==> src/dpr_defs.svh <==
// Timing, offset and field constants of the precharge, refresh and power-down block.
`ifndef DPR_DEFS_SVH
`define DPR_DEFS_SVH

// Clock period of hclk in picoseconds (20 MHz).
`define DPR_CLK_PERIOD_PS 50000

// Least time rounded up, longest time rounded down, to whole hclk cycles.
`define DPR_CEIL_CYC(ps) (((ps) + `DPR_CLK_PERIOD_PS - 1) / `DPR_CLK_PERIOD_PS)
`define DPR_FLOOR_CYC(ps) ((ps) / `DPR_CLK_PERIOD_PS)

// Precharge, refresh and exit times in picoseconds.
`define DPR_ROW_PRECHARGE_PS 15000
`define DPR_ALL_BANK_PRECHARGE_PS 17500
`define DPR_REFRESH_CYCLE_PS 195000
`define DPR_SR_EXIT_NONREAD_PS 205000

// Exit delays and pulse widths already given in clock cycles.
`define DPR_SR_EXIT_READ_CYC 200
`define DPR_PD_EXIT_CYC 2
`define DPR_FAST_EXIT_READ_CYC 2
`define DPR_SLOW_EXIT_READ_CYC 7
`define DPR_CKE_MIN_PULSE_CYC 3

// Refresh interval in picoseconds and the number of intervals a gap may span.
`define DPR_REFRESH_INTERVAL_PS 7812500
`define DPR_REFRESH_INTERVAL_IT_PS 3900000
`define DPR_REFRESH_GAP_INTERVALS 9

// Address bus of the command pins and the fields within it.
`define DPR_ADDR_W 14
`define DPR_BANKS 8
`define DPR_PRECHARGE_ALL_BIT 10
`define DPR_SLOW_EXIT_BIT 12

// Register byte offsets on the AHB-Lite bus.
`define DPR_OFS_CTRL 8'h00
`define DPR_OFS_STATUS 8'h04
`define DPR_OFS_FLAGS 8'h08

// Control register fields.
`define DPR_CTRL_GAP_EN 0
`define DPR_CTRL_INDUSTRIAL 1

// Sticky flag register fields.
`define DPR_FLAG_GAP 0
`define DPR_FLAG_NONREAD 1
`define DPR_FLAG_READ 2

`endif

==> src/dpr_pkg.sv <==
// Types shared by the precharge, refresh and power-down block.
package dpr_pkg;

	// Commands decoded from the chip select and command strobes.
	typedef enum logic [2:0] {
		CMD_DESELECT,
		CMD_NOP,
		CMD_ACTIVATE,
		CMD_READ,
		CMD_WRITE,
		CMD_PRECHARGE,
		CMD_REFRESH,
		CMD_LOAD_MODE
	} dpr_cmd_type;

	// Power state of the device.
	typedef enum logic [1:0] {
		ST_NORMAL,
		ST_PRECHARGE_PD,
		ST_ACTIVE_PD,
		ST_SELF_REFRESH
	} dpr_state_type;

	// Command and address pins as driven by the memory controller.
	typedef struct packed {
		logic cke;
		logic cs_n;
		logic ras_n;
		logic cas_n;
		logic we_n;
		logic [2:0] bank_select;
		logic [13:0] addr;
		logic termination_control;
	} dpr_pins_type;

	// Device state as seen by the rest of the chip.
	typedef struct packed {
		logic [7:0] bank_open;
		logic [7:0] precharging;
		dpr_state_type power_state;
		logic dll_enabled;
		logic dll_frozen;
		logic buffers_on;
		logic refresh_busy;
		logic read_ready;
		logic nonread_ready;
	} dpr_status_type;

endpackage

==> src/dpr_device.sv <==
// Precharge, refresh, self refresh and power-down tracking of an eight-bank DRAM.
`timescale 1ns/1ps
`include "dpr_defs.svh"

module dpr_device #(
	parameter int TW = 8,
	parameter int GW = 11
) (
	// Clock and reset.
	input wire logic hclk,
	input wire logic hresetn,
	// AHB-Lite register slave.
	input wire logic hsel,
	input wire logic [31:0] haddr,
	input wire logic [1:0] htrans,
	input wire logic hwrite,
	input wire logic [2:0] hsize,
	input wire logic [31:0] hwdata,
	input wire logic hready,
	output logic hreadyout,
	output logic [31:0] hrdata,
	output logic hresp,
	// Command and address pins from the memory controller.
	input wire dpr_pkg::dpr_pins_type pins,
	// Device state.
	output dpr_pkg::dpr_status_type status
);

	// Cycle counts derived from the times.
	localparam logic [TW-1:0] ROW_PRE_CYC = TW'(`DPR_CEIL_CYC(`DPR_ROW_PRECHARGE_PS));
	localparam logic [TW-1:0] ALL_PRE_CYC = TW'(`DPR_CEIL_CYC(`DPR_ALL_BANK_PRECHARGE_PS));
	localparam logic [TW-1:0] REF_CYCLE_CYC = TW'(`DPR_CEIL_CYC(`DPR_REFRESH_CYCLE_PS));
	localparam logic [TW-1:0] SR_NONREAD_CYC = TW'(`DPR_CEIL_CYC(`DPR_SR_EXIT_NONREAD_PS));
	localparam logic [TW-1:0] SR_READ_CYC = TW'(`DPR_SR_EXIT_READ_CYC);
	localparam logic [TW-1:0] PD_EXIT_CYC = TW'(`DPR_PD_EXIT_CYC);
	localparam logic [TW-1:0] FAST_READ_CYC = TW'(`DPR_FAST_EXIT_READ_CYC);
	localparam logic [TW-1:0] SLOW_READ_CYC = TW'(`DPR_SLOW_EXIT_READ_CYC);
	localparam logic [1:0] CKE_MIN = 2'(`DPR_CKE_MIN_PULSE_CYC);
	localparam logic [GW-1:0] GAP_LIM = GW'(`DPR_FLOOR_CYC(
		`DPR_REFRESH_GAP_INTERVALS * `DPR_REFRESH_INTERVAL_PS));
	localparam logic [GW-1:0] GAP_LIM_IT = GW'(`DPR_FLOOR_CYC(
		`DPR_REFRESH_GAP_INTERVALS * `DPR_REFRESH_INTERVAL_IT_PS));

	// The counters must hold the longest delay and the refresh gap.
	if ((2 ** TW) - 1 < `DPR_SR_EXIT_READ_CYC) begin : g_tw_chk
		$error("dpr_device: TW too small for the read exit delay");
	end
	if ((2 ** GW) - 1 < `DPR_FLOOR_CYC(`DPR_REFRESH_GAP_INTERVALS * `DPR_REFRESH_INTERVAL_PS))
	begin : g_gw_chk
		$error("dpr_device: GW too small for the refresh gap");
	end

	// Decodes the strobes into a command.
	function automatic dpr_pkg::dpr_cmd_type decode_cmd(input dpr_pkg::dpr_pins_type p);
		if (p.cs_n) begin
			return dpr_pkg::CMD_DESELECT;
		end
		case ({p.ras_n, p.cas_n, p.we_n})
			3'h3: return dpr_pkg::CMD_ACTIVATE;
			3'h5: return dpr_pkg::CMD_READ;
			3'h4: return dpr_pkg::CMD_WRITE;
			3'h2: return dpr_pkg::CMD_PRECHARGE;
			3'h1: return dpr_pkg::CMD_REFRESH;
			3'h0: return dpr_pkg::CMD_LOAD_MODE;
			default: return dpr_pkg::CMD_NOP;
		endcase
	endfunction

	// Pin synchroniser stages; the first is read only by the second.
	dpr_pkg::dpr_pins_type pins_s1;
	dpr_pkg::dpr_pins_type cur;
	// Clock enable seen at the previous edge and the run of equal levels.
	logic cke_prev;
	logic [1:0] cke_run;
	// Power state, bank state and loop state.
	dpr_pkg::dpr_state_type state;
	logic [7:0] bank_open;
	logic dll_enabled;
	logic slow_exit;
	// Software control and sticky flags.
	logic [1:0] ctrl;
	logic [2:0] flags;
	// Refresh gap counter.
	logic [GW-1:0] gap_cnt;
	// Bus data-phase bookkeeping.
	logic wr_pend;
	logic rd_pend;
	logic [7:0] dp_addr;

	// Decoded command and events of the current edge.
	dpr_pkg::dpr_cmd_type cmd;
	logic all_sel;
	logic nop_like;
	logic cmd_ok;
	logic cke_fall;
	logic cke_rise;
	logic sr_entry;
	logic pd_entry;
	logic pd_exit;
	logic sr_exit;
	logic auto_ref;
	logic nonread_cmd;
	// Timer strobes and results.
	logic [7:0] bank_load;
	logic [7:0] bank_busy;
	logic [TW-1:0] pre_val;
	logic [TW-1:0] nonread_val;
	logic [TW-1:0] read_val;
	logic refresh_busy;
	logic nonread_busy;
	logic read_busy;
	// Flag set terms and bus write strobes.
	logic [2:0] flag_set;
	logic addr_ok;

	// Two-stage synchroniser on all controller pins.
	always_ff @(posedge hclk or negedge hresetn) begin
		if (!hresetn) begin
			pins_s1 <= '0;
			cur <= '0;
		end else begin
			pins_s1 <= pins;
			cur <= pins_s1;
		end
	end

	// Counts how many edges the clock enable level has been registered.
	always_ff @(posedge hclk or negedge hresetn) begin
		if (!hresetn) begin
			cke_prev <= 1'b0;
			cke_run <= 2'h0;
		end else begin
			cke_prev <= cur.cke;
			if (cur.cke != cke_prev) begin
				cke_run <= 2'h1;
			end else if (cke_run < CKE_MIN) begin
				cke_run <= cke_run + 2'h1;
			end
		end
	end

	// Command decode and event terms of the registered edge.
	always_comb begin
		cmd = decode_cmd(cur);
		all_sel = cur.addr[`DPR_PRECHARGE_ALL_BIT];
		nop_like = (cmd == dpr_pkg::CMD_NOP) || (cmd == dpr_pkg::CMD_DESELECT);
		cmd_ok = (state == dpr_pkg::ST_NORMAL) && cke_prev && cur.cke;
		// Level must have stood three registrations.
		cke_fall = cke_prev && !cur.cke && (cke_run >= CKE_MIN);
		cke_rise = !cke_prev && cur.cke && (cke_run >= CKE_MIN);
		// Self refresh only from all idle, termination off.
		sr_entry = (state == dpr_pkg::ST_NORMAL) && cke_fall &&
			(cmd == dpr_pkg::CMD_REFRESH) && (bank_open == 8'h00) &&
			!cur.termination_control;
		// Power-down entry only with NOP or deselect.
		pd_entry = (state == dpr_pkg::ST_NORMAL) && cke_fall && nop_like;
		// Power-down exit on a NOP or deselect with clock enable high.
		pd_exit = ((state == dpr_pkg::ST_PRECHARGE_PD) ||
			(state == dpr_pkg::ST_ACTIVE_PD)) && cke_rise && nop_like;
		// Self refresh exit at the first high registration.
		sr_exit = (state == dpr_pkg::ST_SELF_REFRESH) && cke_rise;
		auto_ref = cmd_ok && (cmd == dpr_pkg::CMD_REFRESH);
		nonread_cmd = cmd_ok && !nop_like && (cmd != dpr_pkg::CMD_READ);
	end

	// Power state machine.
	always_ff @(posedge hclk or negedge hresetn) begin
		if (!hresetn) begin
			state <= dpr_pkg::ST_NORMAL;
		end else begin
			case (state)
				dpr_pkg::ST_NORMAL: begin
					if (sr_entry) begin
						state <= dpr_pkg::ST_SELF_REFRESH;
					end else if (pd_entry) begin
						// Kind of power-down chosen by open rows.
						state <= (bank_open != 8'h00) ? dpr_pkg::ST_ACTIVE_PD :
							dpr_pkg::ST_PRECHARGE_PD;
					end
				end
				dpr_pkg::ST_PRECHARGE_PD, dpr_pkg::ST_ACTIVE_PD: begin
					if (pd_exit) begin
						state <= dpr_pkg::ST_NORMAL;
					end
				end
				dpr_pkg::ST_SELF_REFRESH: begin
					if (sr_exit) begin
						state <= dpr_pkg::ST_NORMAL;
					end
				end
				default: begin
					state <= dpr_pkg::ST_NORMAL;
				end
			endcase
		end
	end

	// Open or idle state of each bank.
	always_ff @(posedge hclk or negedge hresetn) begin
		if (!hresetn) begin
			bank_open <= 8'h00;
		end else if (cmd_ok) begin
			case (cmd)
				dpr_pkg::CMD_ACTIVATE: begin
					bank_open[cur.bank_select] <= 1'b1;
				end
				// Bit 10 high closes all banks, else the selected one.
				dpr_pkg::CMD_PRECHARGE: begin
					if (all_sel) begin
						bank_open <= 8'h00;
					end else begin
						bank_open[cur.bank_select] <= 1'b0;
					end
				end
				// Auto precharge closes the accessed bank at the command.
				dpr_pkg::CMD_READ, dpr_pkg::CMD_WRITE: begin
					if (all_sel) begin
						bank_open[cur.bank_select] <= 1'b0;
					end
				end
				// Refresh and mode commands leave bank state alone.
				default: begin
					bank_open <= bank_open;
				end
			endcase
		end
	end

	// Each precharged bank times its precharge period.
	always_comb begin
		pre_val = all_sel ? ALL_PRE_CYC : ROW_PRE_CYC;
		for (int i = 0; i < `DPR_BANKS; i++) begin
			// A later precharge restarts the period.
			bank_load[i] = cmd_ok && (cmd == dpr_pkg::CMD_PRECHARGE) &&
				(all_sel || (cur.bank_select == 3'(i)));
		end
	end

	// One precharge timer per bank.
	for (genvar g = 0; g < `DPR_BANKS; g++) begin : g_bank
		dpr_timer #(.W(TW)) u_pre (
			.hclk(hclk),
			.hresetn(hresetn),
			.load(bank_load[g]),
			.value(pre_val),
			.busy(bank_busy[g])
		);
	end

	// Refresh busy from the command for the cycle time.
	dpr_timer #(.W(TW)) u_refresh (
		.hclk(hclk),
		.hresetn(hresetn),
		.load(auto_ref || sr_entry),
		.value(REF_CYCLE_CYC),
		.busy(refresh_busy)
	);

	// Exit delay values for the non-read and read timers.
	always_comb begin
		// Both exit delays start at the exit edge.
		nonread_val = sr_exit ? SR_NONREAD_CYC : PD_EXIT_CYC;
		if (sr_exit) begin
			// Loop relock before a read is served.
			read_val = SR_READ_CYC;
		end else if (state == dpr_pkg::ST_ACTIVE_PD) begin
			// Mode bit 12 picks slow or fast exit.
			read_val = slow_exit ? SLOW_READ_CYC : FAST_READ_CYC;
		end else begin
			read_val = PD_EXIT_CYC;
		end
	end

	// Non-read exit delay timer.
	dpr_timer #(.W(TW)) u_exit_nonread (
		.hclk(hclk),
		.hresetn(hresetn),
		.load(sr_exit || pd_exit),
		.value(nonread_val),
		.busy(nonread_busy)
	);

	// Read exit delay timer.
	dpr_timer #(.W(TW)) u_exit_read (
		.hclk(hclk),
		.hresetn(hresetn),
		.load(sr_exit || pd_exit),
		.value(read_val),
		.busy(read_busy)
	);

	// Loop switched off in self refresh and back on at exit.
	always_ff @(posedge hclk or negedge hresetn) begin
		if (!hresetn) begin
			dll_enabled <= 1'b1;
		end else if (sr_entry) begin
			dll_enabled <= 1'b0;
		end else if (sr_exit) begin
			dll_enabled <= 1'b1;
		end
	end

	// Slow-exit bit captured from a mode register load to bank 0.
	always_ff @(posedge hclk or negedge hresetn) begin
		if (!hresetn) begin
			slow_exit <= 1'b0;
		end else if (cmd_ok && (cmd == dpr_pkg::CMD_LOAD_MODE) && (cur.bank_select == 3'h0)) begin
			slow_exit <= cur.addr[`DPR_SLOW_EXIT_BIT];
		end
	end

	// Any refresh restarts the gap; self refresh keeps it at zero.
	always_ff @(posedge hclk or negedge hresetn) begin
		if (!hresetn) begin
			gap_cnt <= '0;
		end else if (auto_ref || (state == dpr_pkg::ST_SELF_REFRESH)) begin
			gap_cnt <= '0;
		end else if (gap_cnt != {GW{1'b1}}) begin
			gap_cnt <= gap_cnt + 1'b1;
		end
	end

	// Violation terms that set the sticky flags.
	always_comb begin
		// Gap limit depends on the temperature range bit.
		flag_set[`DPR_FLAG_GAP] = ctrl[`DPR_CTRL_GAP_EN] &&
			(gap_cnt >= (ctrl[`DPR_CTRL_INDUSTRIAL] ? GAP_LIM_IT : GAP_LIM));
		// Non-read command during the exit delay.
		flag_set[`DPR_FLAG_NONREAD] = nonread_cmd && nonread_busy;
		flag_set[`DPR_FLAG_READ] = cmd_ok && (cmd == dpr_pkg::CMD_READ) && read_busy;
	end

	// Address phase accepted on the bus.
	assign addr_ok = hsel && htrans[1] && hready;

	// Captures each accepted address phase for its data phase.
	always_ff @(posedge hclk or negedge hresetn) begin
		if (!hresetn) begin
			wr_pend <= 1'b0;
			rd_pend <= 1'b0;
			dp_addr <= 8'h00;
		end else begin
			wr_pend <= addr_ok && hwrite;
			rd_pend <= addr_ok && !hwrite;
			if (addr_ok) begin
				dp_addr <= haddr[7:0];
			end
		end
	end

	// Control register written in the data phase.
	always_ff @(posedge hclk or negedge hresetn) begin
		if (!hresetn) begin
			ctrl <= 2'h0;
		end else if (wr_pend && (dp_addr == `DPR_OFS_CTRL)) begin
			ctrl <= hwdata[1:0];
		end
	end

	// Sticky flags: a write of one clears, a new event wins over the clear.
	always_ff @(posedge hclk or negedge hresetn) begin
		if (!hresetn) begin
			flags <= 3'h0;
		end else if (wr_pend && (dp_addr == `DPR_OFS_FLAGS)) begin
			flags <= (flags & ~hwdata[2:0]) | flag_set;
		end else begin
			flags <= flags | flag_set;
		end
	end

	// Read data loaded in the wait cycle, so a write just before is seen.
	always_ff @(posedge hclk or negedge hresetn) begin
		if (!hresetn) begin
			hrdata <= 32'h0;
		end else if (rd_pend) begin
			case (dp_addr)
				`DPR_OFS_CTRL: hrdata <= {30'h0, ctrl};
				`DPR_OFS_STATUS: hrdata <= {7'h0, status.precharging, 1'b0, slow_exit,
					status.nonread_ready, status.read_ready, refresh_busy,
					status.dll_frozen, dll_enabled, state, bank_open};
				`DPR_OFS_FLAGS: hrdata <= {29'h0, flags};
				default: hrdata <= 32'h0;
			endcase
		end
	end

	// One wait state on reads, none on writes; always OKAY.
	assign hreadyout = !rd_pend;
	assign hresp = 1'b0;

	// Device state outputs.
	always_comb begin
		status.bank_open = bank_open;
		status.precharging = bank_busy;
		status.power_state = state;
		status.dll_enabled = dll_enabled;
		// Loop frozen in precharge power-down; buffers off when asleep.
		status.dll_frozen = (state == dpr_pkg::ST_PRECHARGE_PD);
		status.buffers_on = (state == dpr_pkg::ST_NORMAL);
		status.refresh_busy = refresh_busy;
		status.read_ready = (state == dpr_pkg::ST_NORMAL) && !read_busy && dll_enabled;
		status.nonread_ready = (state == dpr_pkg::ST_NORMAL) && !nonread_busy;
	end
endmodule

==> src/dpr_timer.sv <==
// Loadable down-counter that reports busy until its delay has run out.
`timescale 1ns/1ps

module dpr_timer #(
	parameter int W = 8
) (
	// Clock and reset.
	input wire logic hclk,
	input wire logic hresetn,
	// Load strobe and delay in cycles.
	input wire logic load,
	input wire logic [W-1:0] value,
	// High while the delay is still running.
	output logic busy
);

	// Remaining cycles of the delay.
	logic [W-1:0] count;

	// A width below one bit cannot count.
	if (W < 1) begin : g_chk
		$error("dpr_timer: W must be at least 1");
	end

	// A new load restarts the delay from its full value.
	always_ff @(posedge hclk or negedge hresetn) begin
		if (!hresetn) begin
			count <= '0;
		end else if (load) begin
			count <= value;
		end else if (count != '0) begin
			count <= count - 1'b1;
		end
	end

	// Busy for exactly value cycles after the load edge.
	assign busy = (count != '0);

endmodule

==> config.mk <==
export PLATFORM = sky130hd
export DESIGN_NAME = dpr_device
export DESIGN_NICKNAME = d
export VERILOG_FILES = /design/src/dpr_pkg.sv /design/src/dpr_device.sv /design/src/dpr_timer.sv
export VERILOG_INCLUDE_DIRS = /design/src
export SDC_FILE = /design/constraint.sdc
export NUM_CORES = 1
export LEC_CHECK = 0
export ABC_AREA = 1
export CORE_AREA = 2 2 117 232
export CTS_CLUSTER_SIZE = 40
export DETAILED_ROUTE_END_ITERATION = 16
export DIE_AREA = 0 0 119 234
export DONT_BUFFER_PORTS = 1
export HOLD_SLACK_MARGIN = 0.08
export SLEW_MARGIN = 0
export SYNTH_ARGS = -nofsm -noshare
export SYNTH_HDL_FRONTEND = slang
export SYNTH_SLANG_ARGS = --single-unit
==> constraint.sdc <==
create_clock -name hclk -period 2.1 [get_ports hclk]
set_input_delay 0.21 -clock hclk [delete_from_list [all_inputs] [get_ports hclk]]
set_output_delay 0.21 -clock hclk [all_outputs]
set_load 0.005 [all_outputs]
==> impl_metrics.yaml <==
status:
  outcome: "complete, but fails checks"
  violations: "negative hold slack"
floorplan:
  start_util: 0.343
  die_h_um: 234
  io_pins: 155
  die_w_um: 119
  core-area_mm2: 0.0262
  die_area_mm2: 0.0278
  rows: 84
timing:
  worst_pin_slew_ns: 0.606
  finalSetupTns_ns: 0
  hold_violations: 175
  min_period_ns: 2.01
  slew_viol_final: 0
  max_slew_margin: 0.595
  period_share: 0.955
  clock_skew_ns: 0.00863
  whs_ns: -0.532
  fin_ws_ns: 0.0944
  finalSetupViolations: 0
  fmax_mhz: 499
  rsz0062_at_grt: "no"
layout:
  area_growth_pct: 14.5
  multiInputGateArea_mm2: 0.00383
  fill_cells: 2627
  nNetsFinal: 1266
  seqCellArea_mm2: 0.00438
  diodes: 0
  fin_area_mm2: 0.0103
  fin_util: 0.393
  drive_above_1_share: 0.0925
route:
  drtIter0Drc: 412
  ant_nets: 0
  drc: 0
  vias_per_cell: 4.65
  postRouteWirelength_mm: 20.2
  via_count: 6976
  firstDrtPassIters: 4
  routedWlPerCell_um: 13.5
global_routing:
  grtUsageTotal: 0.156
  grt_pass1_wl_mm: 34.4
  grt_start_max_net_pins: 176
  grt_remaining_overflow: 0
  antenna_found_initial: 0
  grt_pass1_vias: 7153
pwr:
  power.density_mw_per_mm2: 1260
  vdd_drop_max_v: 0.000511
  leakage_uw: 0.00525
synth:
  synth_top_cell_by_area: "dfrtp_1"
  ys_async_sr_fraction: 1.00
  yosysWarnings: 0
  synth.area.top_cells: "dfrtp_1, nand2_1, inv_1"
  synth_area_per_cell_um2: 8.15
  synth_cell_type_count: 40
  yosysSeqAreaShare: 0.488
  synth_top_area_frac: 0.485
  ys.flop_type: "dfrtp_1"
  ys_seq_elements: 175
  syn-cell-area_mm2: 0.00898
  synthCells: 1102
  synth_edf_count: 0
clocking:
  cts_buffer_depth: 2
  h-tree-depth: 4
  cts_buffers: 17
  clock_sinks: 175
  cts_hold_buf: 23
  clkLatencyLatePin_ns: 0.45
  clkSlewWorstSetupHoldPaths_ns: 0.07
  cts_tree: "done"
  root_buffer: "clkbuf_16"
critical_path:
  required_ns: 1.89
  critPathKind: "reg2out"
  crit_path_cell_trace: "inv_2 > ha_2 > nor3b_4 > nand3_2 > buf_4 > buf_4"
  critPathTopFamily: "buffers and inverters"
  worst_setup_path_end_kind: "output pin"
  crit_path_start: "g_bank[4].u_pre.count[0]"
  start_kind: "register"
  max_stage_delay_ns: 0.40
  crit_fanout: 6
  crit_buf_inv: 3
  r2r-start: "state[1]"
  crit_path_frequent_cell: "buf_4"
  cp.arrival_ns: 1.80
  cp_slowest_cell: "dfrtp_1"
placed_design:
  post-dp-hpwl_mm: 14.9
  placed_area_mm2: 0.00937
  gp_congestion: 0.839
  portBuffers: 0
  place_ws_ns: 0.272
run:
  cap_violations: 0
worst_hold_path:
  holdCritPathClass: "in2async"
-- sequential cells by signal, summed over array words and instances, names as in the netlist, 8 cells and up --
| register | cells |
|---|---|
| cur | 10 |
| hrdata | 24 |
| gap_cnt | 11 |
| u_exit_nonread.count | 8 |
| dp_addr | 8 |
| bank_open | 8 |
| u_refresh.count | 8 |
| pins_s1 | 11 |
| g_bank.u_pre.count | 64 |
| u_exit_read.count | 8 |
-- worst reg2reg max path, delay by kind of cell (launching register included) --
kind | cells | cell delay [ns]
simple gates | 5 | 0.99
flops | 1 | 0.37
fa+ha+maj | 1 | 0.21
buf+inv | 2 | 0.18
-- worst paths after layout --
| check | cells past startpoint | slack [ns] | to |
|---|---|---|---|
| worst min register to register | 0 | 0.36 | cur[13] |
| worst max register to register | 8 | 0.30 | g_bank[6].u_pre.count[5] |
| worst min-delay path | 0 | -0.53 | dp_addr[7] |
| worst max-delay path | 6 | 0.09 | status[12] |
| min in group hclk | 2 | 0.21 | wr_pend |
| max in group asynchronous | 0 | 2.19 | g_bank[6].u_pre.count[4] |
-- timing repair --
item                       4_1_cts  5_1_grt
setup endpoints to repair        3        7
pin swaps                        0        2
buffers inserted                 0        5
resized for setup                7        6
hold endpoints to repair       201      175
-- cell type report --
class | count | area share
tap | 344 | 0.0419
sequential | 175 | 0.426
clock buffer | 19 | 0.0441
inverter | 175 | 0.0639
clock inverter | 13 | 0.0150
timing repair buffer | 41 | 0.0368
multi-input combinational | 734 | 0.372
-- kinds of logic after synthesis --
| logic type | after synthesis | share of synthesized area |
|---|---|---|
| AND/OR/NAND/NOR | 549 | 0.272 |
| buffers and inverters | 201 | 0.0936 |
| flip-flops | 175 | 0.488 |
| AO/OA/AOI/OAI | 106 | 0.0654 |
| XOR/XNOR | 39 | 0.0380 |
| adder cells (fa/ha/maj) | 25 | 0.0348 |
| multiplexers | 6 | 0.00752 |
| other | 1 | 0.000418 |
-- per-layer routing --
metal,up-vias,share of wire,GRT usage
met5,-,0,0
met4,0,0.022,0.0625
met3,27,0.032,0.0331
met2,97,0.56,0.297
met1,3313,0.39,0.164
li1,3539,-,-
-- cell usage in the layout (no fill, tap or decap), types with 8 or more instances in the layout --
| cell | synthesis | final |
|---|---|---|
| nand3b_1 | 12 | 12 |
| o21ai_0 | 63 | 63 |
| xor2_1 | 31 | 31 |
| xnor2_1 | 8 | 8 |
| a21oi_1 | 26 | 26 |
| nand4_1 | 24 | 24 |
| clkbuf_16 | 0 | 17 |
| inv_1 | 169 | 167 |
| nand2_4 | 8 | 8 |
| nor2_1 | 158 | 154 |
| inv_2 | 6 | 8 |
| nand2_1 | 224 | 223 |
| conb_1 | 1 | 9 |
| dlygate4sd3_1 | 0 | 23 |
| ha_1 | 25 | 23 |
| buf_4 | 20 | 17 |
| nand3_1 | 93 | 92 |
| dfrtp_1 | 174 | 174 |
-- metrics by stage --
stage          total power [uW]  instances
2_1_floorplan              8620       1110
3_3_place_gp               9450       1441
3_5_place_dp               9620       1441
4_1_cts                   13100       1496
5_1_grt                   14000       1501
6_report                  12900       1501
-- where the power goes --
part / total (uW) / internal, uW / leakage (uW) / switching [uW]
Clock: 3260 / 1850 / 0.000302 / 1410
Combinational: 4250 / 1820 / 0.00280 / 2440
Sequential: 5400 / 4460 / 0.00215 / 942
Total: 12900 / 8120 / 0.00525 / 4790
-- synthesized netlist by cell type (6+ instances only) --
cell	number
a21oi_1	26
buf_4	20
dfrtp_1	174
ha_1	25
inv_1	169
inv_2	6
mux2_2	6
nand2_1	224
nand2_2	6
nand2_4	8
nand3_1	93
nand3b_1	12
nand4_1	24
nor2_1	158
nor3_1	6
o21ai_0	63
or2_2	7
xnor2_1	8
xor2_1	31
(Power assumes the default switching activity.)
